[src/include/pdc_params.svh]
`ifndef PDC_PARAMS_SVH
`define PDC_PARAMS_SVH
`define PDC_OFF_DEVCAP   8'hc4
`define PDC_OFF_DEVCTL   8'hc8
`define PDC_MPS_128      3'h0
`define PDC_MPS_256      3'h1
`define PDC_MPS_512      3'h2
`define PDC_RBER_RST     1'b1
`define PDC_AUX_PWR      1'b1
`define PDC_LAT_RST      3'h0
`define PDC_SPL_VAL_RST  8'h00
`define PDC_SPL_SCL_RST  2'h0
`define PDC_EN_LO        0
`define PDC_EN_HI        3
`define PDC_MPSC_LO      5
`define PDC_MPSC_HI      7
`define PDC_ST_LO        16
`define PDC_ST_HI        19
`endif

[src/include/pdc_pkg.sv]
package pdc_pkg;
  typedef struct packed {
    logic        wr;
    logic [7:0]  addr;
    logic [3:0]  be;
    logic [31:0] wdata;
  } pdc_cfg_req_s;
  typedef struct packed {
    logic [2:0] mps;
    logic       rber;
  } pdc_load_s;
  typedef struct packed {
    logic [7:0] value;
    logic [1:0] scale;
  } pdc_spl_s;
  typedef enum logic [1:0] {
    PDC_SYNC0 = 2'b00,
    PDC_SYNC1 = 2'b01,
    PDC_RUN   = 2'b11
  } pdc_state_e;
endpackage : pdc_pkg

[src/logic/pdc_regs.sv]
`timescale 1ns/1ns
`include "pdc_params.svh"
// Function
// - Capability bits 2:0 report payload: 000b 128, 001b 256, 010b 512.
// - At reset payload field is 001b with strap low, 010b with strap high.
// - Sideband or EEPROM loader may replace payload field and role bit.
// - Capability bit 15 reads one after reset and is read-only.
// - Capability bits 4:3 always read 00b.
// - Capability bit 5 always reads zero.
// - Latency fields 8:6 and 11:9 are read-only, reset 000b.
// - Upstream bits 25:18 capture slot power limit value, reset 00h.
// - Upstream bits 27:26 capture slot power limit scale, reset 00b.
// - Control bit 0 read-write correctable error enable, resets zero.
// - Control bit 1 read-write non-fatal error enable, resets zero.
// - Control bit 2 read-write fatal error enable, resets zero.
// - Control bit 3 read-write unsupported request enable, resets zero.
// - Detected flags set regardless of enables; cleared by writing one.
// - Payload control write above capability is clamped to capability.
module pdc_regs #(
  parameter bit IS_UPSTREAM = 1'b1
) (
  input  wire logic                 core_clk,
  input  wire logic                 rst_n,
  input  wire logic                 large_payload_strap,
  input  wire logic                 cfg_req_valid,
  input  wire pdc_pkg::pdc_cfg_req_s cfg_req,
  output logic                      cfg_rsp_valid,
  output logic [31:0]               cfg_rdata,
  input  wire logic                 ld_valid,
  input  wire pdc_pkg::pdc_load_s   ld,
  input  wire logic                 spl_valid,
  input  wire pdc_pkg::pdc_spl_s    spl,
  input  wire logic [3:0]           err_det,
  output logic [3:0]                err_msg,
  output logic [2:0]                mps_ctl
);
  logic                rst_s1_ff;
  logic                rst_sync_n;
  logic                strap_s1_ff;
  logic                strap_s2_ff;
  pdc_pkg::pdc_state_e state_ff,     nxt_state;
  logic [2:0]          mps_sup_ff,   nxt_mps_sup;
  logic                rber_ff,      nxt_rber;
  pdc_pkg::pdc_spl_s   spl_ff,       nxt_spl;
  logic [3:0]          en_ff,        nxt_en;
  logic [2:0]          mps_ctl_ff,   nxt_mps_ctl;
  logic [3:0]          st_ff,        nxt_st;
  logic                rsp_ff,       nxt_rsp;
  logic [31:0]         rdata_ff,     nxt_rdata;
  logic [3:0]          msg_ff,       nxt_msg;
  logic                run;
  logic                wr_cap;
  logic                wr_ctl;
  logic [2:0]          mps_wr;
  logic [31:0]         cap_word;
  logic [31:0]         ctl_word;

  if (IS_UPSTREAM !== 1'b0 && IS_UPSTREAM !== 1'b1) begin : g_chk
    $error("IS_UPSTREAM must be 0 or 1");
  end

  // Reset release and strap pin both cross in through two flops
  always_ff @(posedge core_clk or negedge rst_n) begin
    if (!rst_n) begin
      rst_s1_ff  <= 1'b0;
      rst_sync_n <= 1'b0;
    end else begin
      rst_s1_ff  <= 1'b1;
      rst_sync_n <= rst_s1_ff;
    end
  end

  // No reset here: chain must hold the strap before SYNC1 samples it
  always_ff @(posedge core_clk) begin
    strap_s1_ff <= large_payload_strap;
    strap_s2_ff <= strap_s1_ff;
  end

  assign run    = (state_ff == pdc_pkg::PDC_RUN);
  assign wr_cap = run && cfg_req_valid && cfg_req.wr
                  && (cfg_req.addr == `PDC_OFF_DEVCAP);
  assign wr_ctl = run && cfg_req_valid && cfg_req.wr
                  && (cfg_req.addr == `PDC_OFF_DEVCTL);
  assign mps_wr = cfg_req.wdata[`PDC_MPSC_HI:`PDC_MPSC_LO];

  assign cap_word = {4'h0, spl_ff.scale, spl_ff.value, 2'h0,
                     rber_ff, 3'h0,
                     `PDC_LAT_RST, `PDC_LAT_RST,
                     1'b0, 2'h0,
                     mps_sup_ff};
  assign ctl_word = {10'h000, 1'b0, `PDC_AUX_PWR, st_ff,
                     8'h00, mps_ctl_ff, 1'b0, en_ff};

  always_comb begin
    nxt_state   = state_ff;
    nxt_mps_sup = mps_sup_ff;
    nxt_rber    = rber_ff;
    nxt_spl     = spl_ff;
    nxt_en      = en_ff;
    nxt_mps_ctl = mps_ctl_ff;
    nxt_rsp     = 1'b0;
    nxt_rdata   = 32'h0000_0000;
    // Synchroniser must settle before the strap is trusted
    case (state_ff)
      pdc_pkg::PDC_SYNC0: nxt_state = pdc_pkg::PDC_SYNC1;
      pdc_pkg::PDC_SYNC1: begin
        nxt_state   = pdc_pkg::PDC_RUN;
        nxt_mps_sup = strap_s2_ff ? `PDC_MPS_512 : `PDC_MPS_256;
      end
      default: nxt_state = pdc_pkg::PDC_RUN;
    endcase
    if (run && ld_valid) begin
      nxt_mps_sup = ld.mps;
      nxt_rber    = ld.rber;
    end
    if (IS_UPSTREAM && run && spl_valid) begin
      nxt_spl = spl;
    end
    if (wr_ctl && cfg_req.be[0]) begin
      nxt_en = cfg_req.wdata[`PDC_EN_HI:`PDC_EN_LO];
      // Clamp uses the capability as it stands now
      nxt_mps_ctl = (mps_wr > mps_sup_ff) ? mps_sup_ff : mps_wr;
    end
    if (run && cfg_req_valid) begin
      nxt_rsp = 1'b1;
      if (!cfg_req.wr) begin
        if (cfg_req.addr == `PDC_OFF_DEVCAP) begin
          nxt_rdata = cap_word;
        end else if (cfg_req.addr == `PDC_OFF_DEVCTL) begin
          nxt_rdata = ctl_word;
        end else begin
          nxt_rdata = 32'h0000_0000;
        end
      end
    end
  end

  // Set beats clear so an error in the clearing cycle is kept
  always_comb begin
    nxt_st = st_ff;
    if (wr_ctl && cfg_req.be[2]) begin
      nxt_st = st_ff & ~cfg_req.wdata[`PDC_ST_HI:`PDC_ST_LO];
    end
    nxt_st  = nxt_st | err_det;
    nxt_msg = err_det & en_ff;
  end

  always_ff @(posedge core_clk or negedge rst_sync_n) begin
    if (!rst_sync_n) begin
      state_ff   <= pdc_pkg::PDC_SYNC0;
      mps_sup_ff <= `PDC_MPS_256;
      rber_ff    <= `PDC_RBER_RST;
      spl_ff     <= {`PDC_SPL_VAL_RST, `PDC_SPL_SCL_RST};
      en_ff      <= 4'h0;
      mps_ctl_ff <= `PDC_MPS_128;
      st_ff      <= 4'h0;
      rsp_ff     <= 1'b0;
      rdata_ff   <= 32'h0000_0000;
      msg_ff     <= 4'h0;
    end else begin
      state_ff   <= nxt_state;
      mps_sup_ff <= nxt_mps_sup;
      rber_ff    <= nxt_rber;
      spl_ff     <= nxt_spl;
      en_ff      <= nxt_en;
      mps_ctl_ff <= nxt_mps_ctl;
      st_ff      <= nxt_st;
      rsp_ff     <= nxt_rsp;
      rdata_ff   <= nxt_rdata;
      msg_ff     <= nxt_msg;
    end
  end

  assign cfg_rsp_valid = rsp_ff;
  assign cfg_rdata     = rdata_ff;
  assign err_msg       = msg_ff;
  assign mps_ctl       = mps_ctl_ff;
endmodule : pdc_regs

[config.mk]
export PLATFORM = sky130hd
export DESIGN_NAME = pdc_regs
export DESIGN_NICKNAME = d
export VERILOG_FILES = /design/src/include/pdc_pkg.sv /design/src/logic/pdc_regs.sv
export VERILOG_INCLUDE_DIRS = /design/src /design/src/include
export SDC_FILE = /design/constraint.sdc
export NUM_CORES = 1
export LEC_CHECK = 0
export BUFFER_PORTS_ARGS = -buffer_cell sky130_fd_sc_hd__buf_2
export CAP_MARGIN = 25
export CORE_UTILIZATION = 45
export CTS_CLUSTER_SIZE = 40
export DETAILED_ROUTE_END_ITERATION = 10
export GPL_TIMING_DRIVEN = 0
export PLACE_DENSITY = 0.78
export SLEW_MARGIN = 30
export SYNTH_ARGS = -nofsm -noshare
export SYNTH_HDL_FRONTEND = slang
export SYNTH_SLANG_ARGS = --single-unit
[constraint.sdc]
create_clock -name core_clk -period 2.45 [get_ports core_clk]
set_clock_uncertainty 0.2 [all_clocks]
set_input_delay 0.49 -clock core_clk [delete_from_list [all_inputs] [get_ports core_clk]]
set_output_delay 0.49 -clock core_clk [all_outputs]
set_load 0.005 [all_outputs]
==> flow_summary.yaml <==
sta:
  holdWs_ns: 0.0409
  final-hold-violation-count: 0
  setup_violations: 0
  final_min_period_over_clock_period: 0.931
  worst_pin_slew_ns: 0.772
  relSlewSlack: 0.480
  min_period_ns: 2.28
  max_freq_mhz: 438
  rsz0062_at_grt: "false"
  slew_violations: 0
  fin_tns_setup_ns: 0
clocking:
  cts_tree: "built"
  cts.sinks: 56
  clockRootBuffer: "clkbuf_8"
  cts_setup_buffers: 0
  cts.repair.resized: 0
  cts.htree.levels: 2
  clk_latency_ns: 0.30
  cts.reportedPaths.clkPinSlew_ns: 0.09
  cts_buffers: 5
  cts_buffer_depth: 2
  ctsHoldBuffers: 1
min_path:
  min_path_type: "reg -> async"
logic_synthesis:
  synth_seq_cells: 56
  netlist_instances: 167
  ys_seq_area_frac: 0.618
  yosys.area.top_type: "dfrtp_1"
  syn-cell-area_um2: 2250
  synth_cell_types: 33
  synth_edf_count: 0
  synth_area_per_cell_um2: 13.5
  synth.top_cells.by_area: "dfrtp_1, mux2_2, buf_4"
  synthFlopType: "dfrtp_1"
  yosysTopAreaCellShare: 0.577
  yosysWarnings: 0
  async_flop_share: 0.964
status:
  outcome: "finished clean"
floorplan:
  coreArea_um2: 4790
  io_pins: 109
  die_h_um: 72.8
  die_w_um: 72.8
  start_util: 0.471
  fp.dieArea_um2: 5300
  rows: 25
setup_path:
  crit_slowest_cell: "or4_4"
  cp.arrival_ns: 2.32
  cpLargestDelayFamily: "simple AND/OR/NAND/NOR gates"
  crit_buf_inv: 2
  path_max_fanout: 10
  criticalPathCategory: "in -> reg"
  crit_required_ns: 2.49
  crit_chain: "buf_2 > or4_4 > or3_4 > nor4b_4 > buf_6 > and2_2"
  cp-start-kind: "primary input"
  cpPeakStageDelay_ns: 0.56
  endpoint_kind: "flop"
cells_and_area:
  final_cell_mix: "buf_2, dfrtp_1, mux2_2"
  num_antenna_cells: 0
  stdcell_area_um2: 2880
  final_common_cell: "buf_2"
  drive_above_1_share: 0.504
  fin_nets: 333
  syn2layout_area_growth_pct: 27.7
placed_design:
  dp_hpwl_um: 3220
  place.gp.congestion: 0.761
  placed_area_um2: 2770
  io_buffer_count: 73
power_and_ir_drop:
  p_leak_nw: 1.53
  p_clk_frac: 0.309
  comb_power_share: 0.096
  switching_share: 0.232
  irDropWorstVdd_v: 0.000365
  p_per_area_nw_per_um2: 583
  power_switching_mw: 0.389
  power_mw: 1.68
  power_frac_seq: 0.594
  p_int_mw: 1.29
global_route:
  first_global_vias: 1436
  grt_antenna_before_repair: 0
  grt_usage: 0.168
  grt_pass1_wl_um: 6550
  overflow: 0
  grt_max_degree: 28
route:
  firstDrtPassIters: 4
  via_count: 1491
  viasPerCell: 4.53
  ant_nets: 0
  drc: 0
  drt_iter0_drc: 49
  wl_per_cell_um: 12.8
  routed_wl_um: 4210
run:
  max-cap-violations: 0
-- synthesized netlist by cell type, drive strengths merged (2+ instances only) --
master	number
dfrtp	52
and2	18
mux2	15
buf	14
o21ai	8
inv	7
a22o	6
nand2	6
a21o	5
nand3	5
a31oi	3
ha	3
nor2	3
or3	3
conb	2
dfstp	2
dfxtp	2
nand4b	2
nor4	2
nor4b	2
-- state kept, by name, summed over array words and instances, names as in the netlist, 2 cells and up --
| name | flops |
|---|---|
| state_ff | 2 |
| en_ff | 4 |
| cap_word | 10 |
| mps_sup_ff | 3 |
| cfg_rdata | 20 |
| err_msg | 4 |
| st_ff | 4 |
| mps_ctl | 3 |
-- final timing paths --
path	start	end	slack, ns	cells after the start
max in group asynchronous	rst_sync_n	mps_sup_ff[0]	1.48	1
worst max-delay path	cfg_req[37]	cfg_rdata[22]	0.17	6
min in group core_clk	large_payload_strap	strap_s1_ff	0.09	1
worst max register to register	state_ff[1]	cfg_rdata[22]	0.20	6
worst min-delay path	rst_sync_n	mps_ctl[0]	0.04	0
worst min register to register	rst_sync_n	mps_ctl[0]	0.04	0
-- kinds of logic (layout without fill, tap and decap cells) --
group,count (synthesis),in the layout,synth area share
adders and majority gates,3,3,0.0166
muxes,15,15,0.0749
DFF,56,56,0.618
AOI/OAI and AO/OA,24,24,0.0755
and+or+nand+nor,45,45,0.145
buffers and inverters,22,105,0.0660
other,2,14,0.00333
-- metrics by stage --
step | instances | utilization | worst slack, ns
floorplan | 179 | - | 0.180
finish | 329 | 0.602 | 0.169
CTS | 329 | 0.602 | 0.179
global route | 329 | 0.602 | 0.119
detailed placement | 320 | 0.579 | -0.136
global placement | 319 | 0.574 | -0.123
-- final cells by class --
class / instances / area (um^2)
Inverter: 7 / 26.3
Clock inverter: 2 / 13.8
Fill cell: 410 / 1910
Sequential cell: 56 / 1400
Tap cell: 67 / 83.8
Timing Repair Buffer: 75 / 395
Multi-Input combinational cell: 101 / 757
Clock buffer: 6 / 82.6
Buffer: 15 / 123
-- power groups by stage --
stage          registers, mW  logic (mW)  clock network (mW)
6_report               0.997       0.161               0.519
5_1_grt                 1.01       0.180               0.569
4_1_cts                0.999       0.163               0.539
3_5_place_dp            1.02       0.162                   0
3_3_place_gp            1.02       0.145                   0
2_1_floorplan           1.01      0.0936                   0
-- metal layers --
| layer | wire length, um | GRT usage | share of wire | vias up |
|---|---|---|---|---|
| met2 | 2090 | 0.289 | 0.50 | 62 |
| li1 | - | - | - | 733 |
| met3 | 270 | 0.0428 | 0.064 | 4 |
| met1 | 1790 | 0.207 | 0.42 | 692 |
| met4 | 61 | 0.0566 | 0.014 | 0 |
| met5 | 0 | 0 | 0 | - |
-- worst register-to-register path, delay by kind of cell (launching register included) --
family,cells,cell delay [ns]
buf+inv,2,0.36
flops,1,0.36
simple gates,4,1.30
Power figures use the tool's default switching activity.
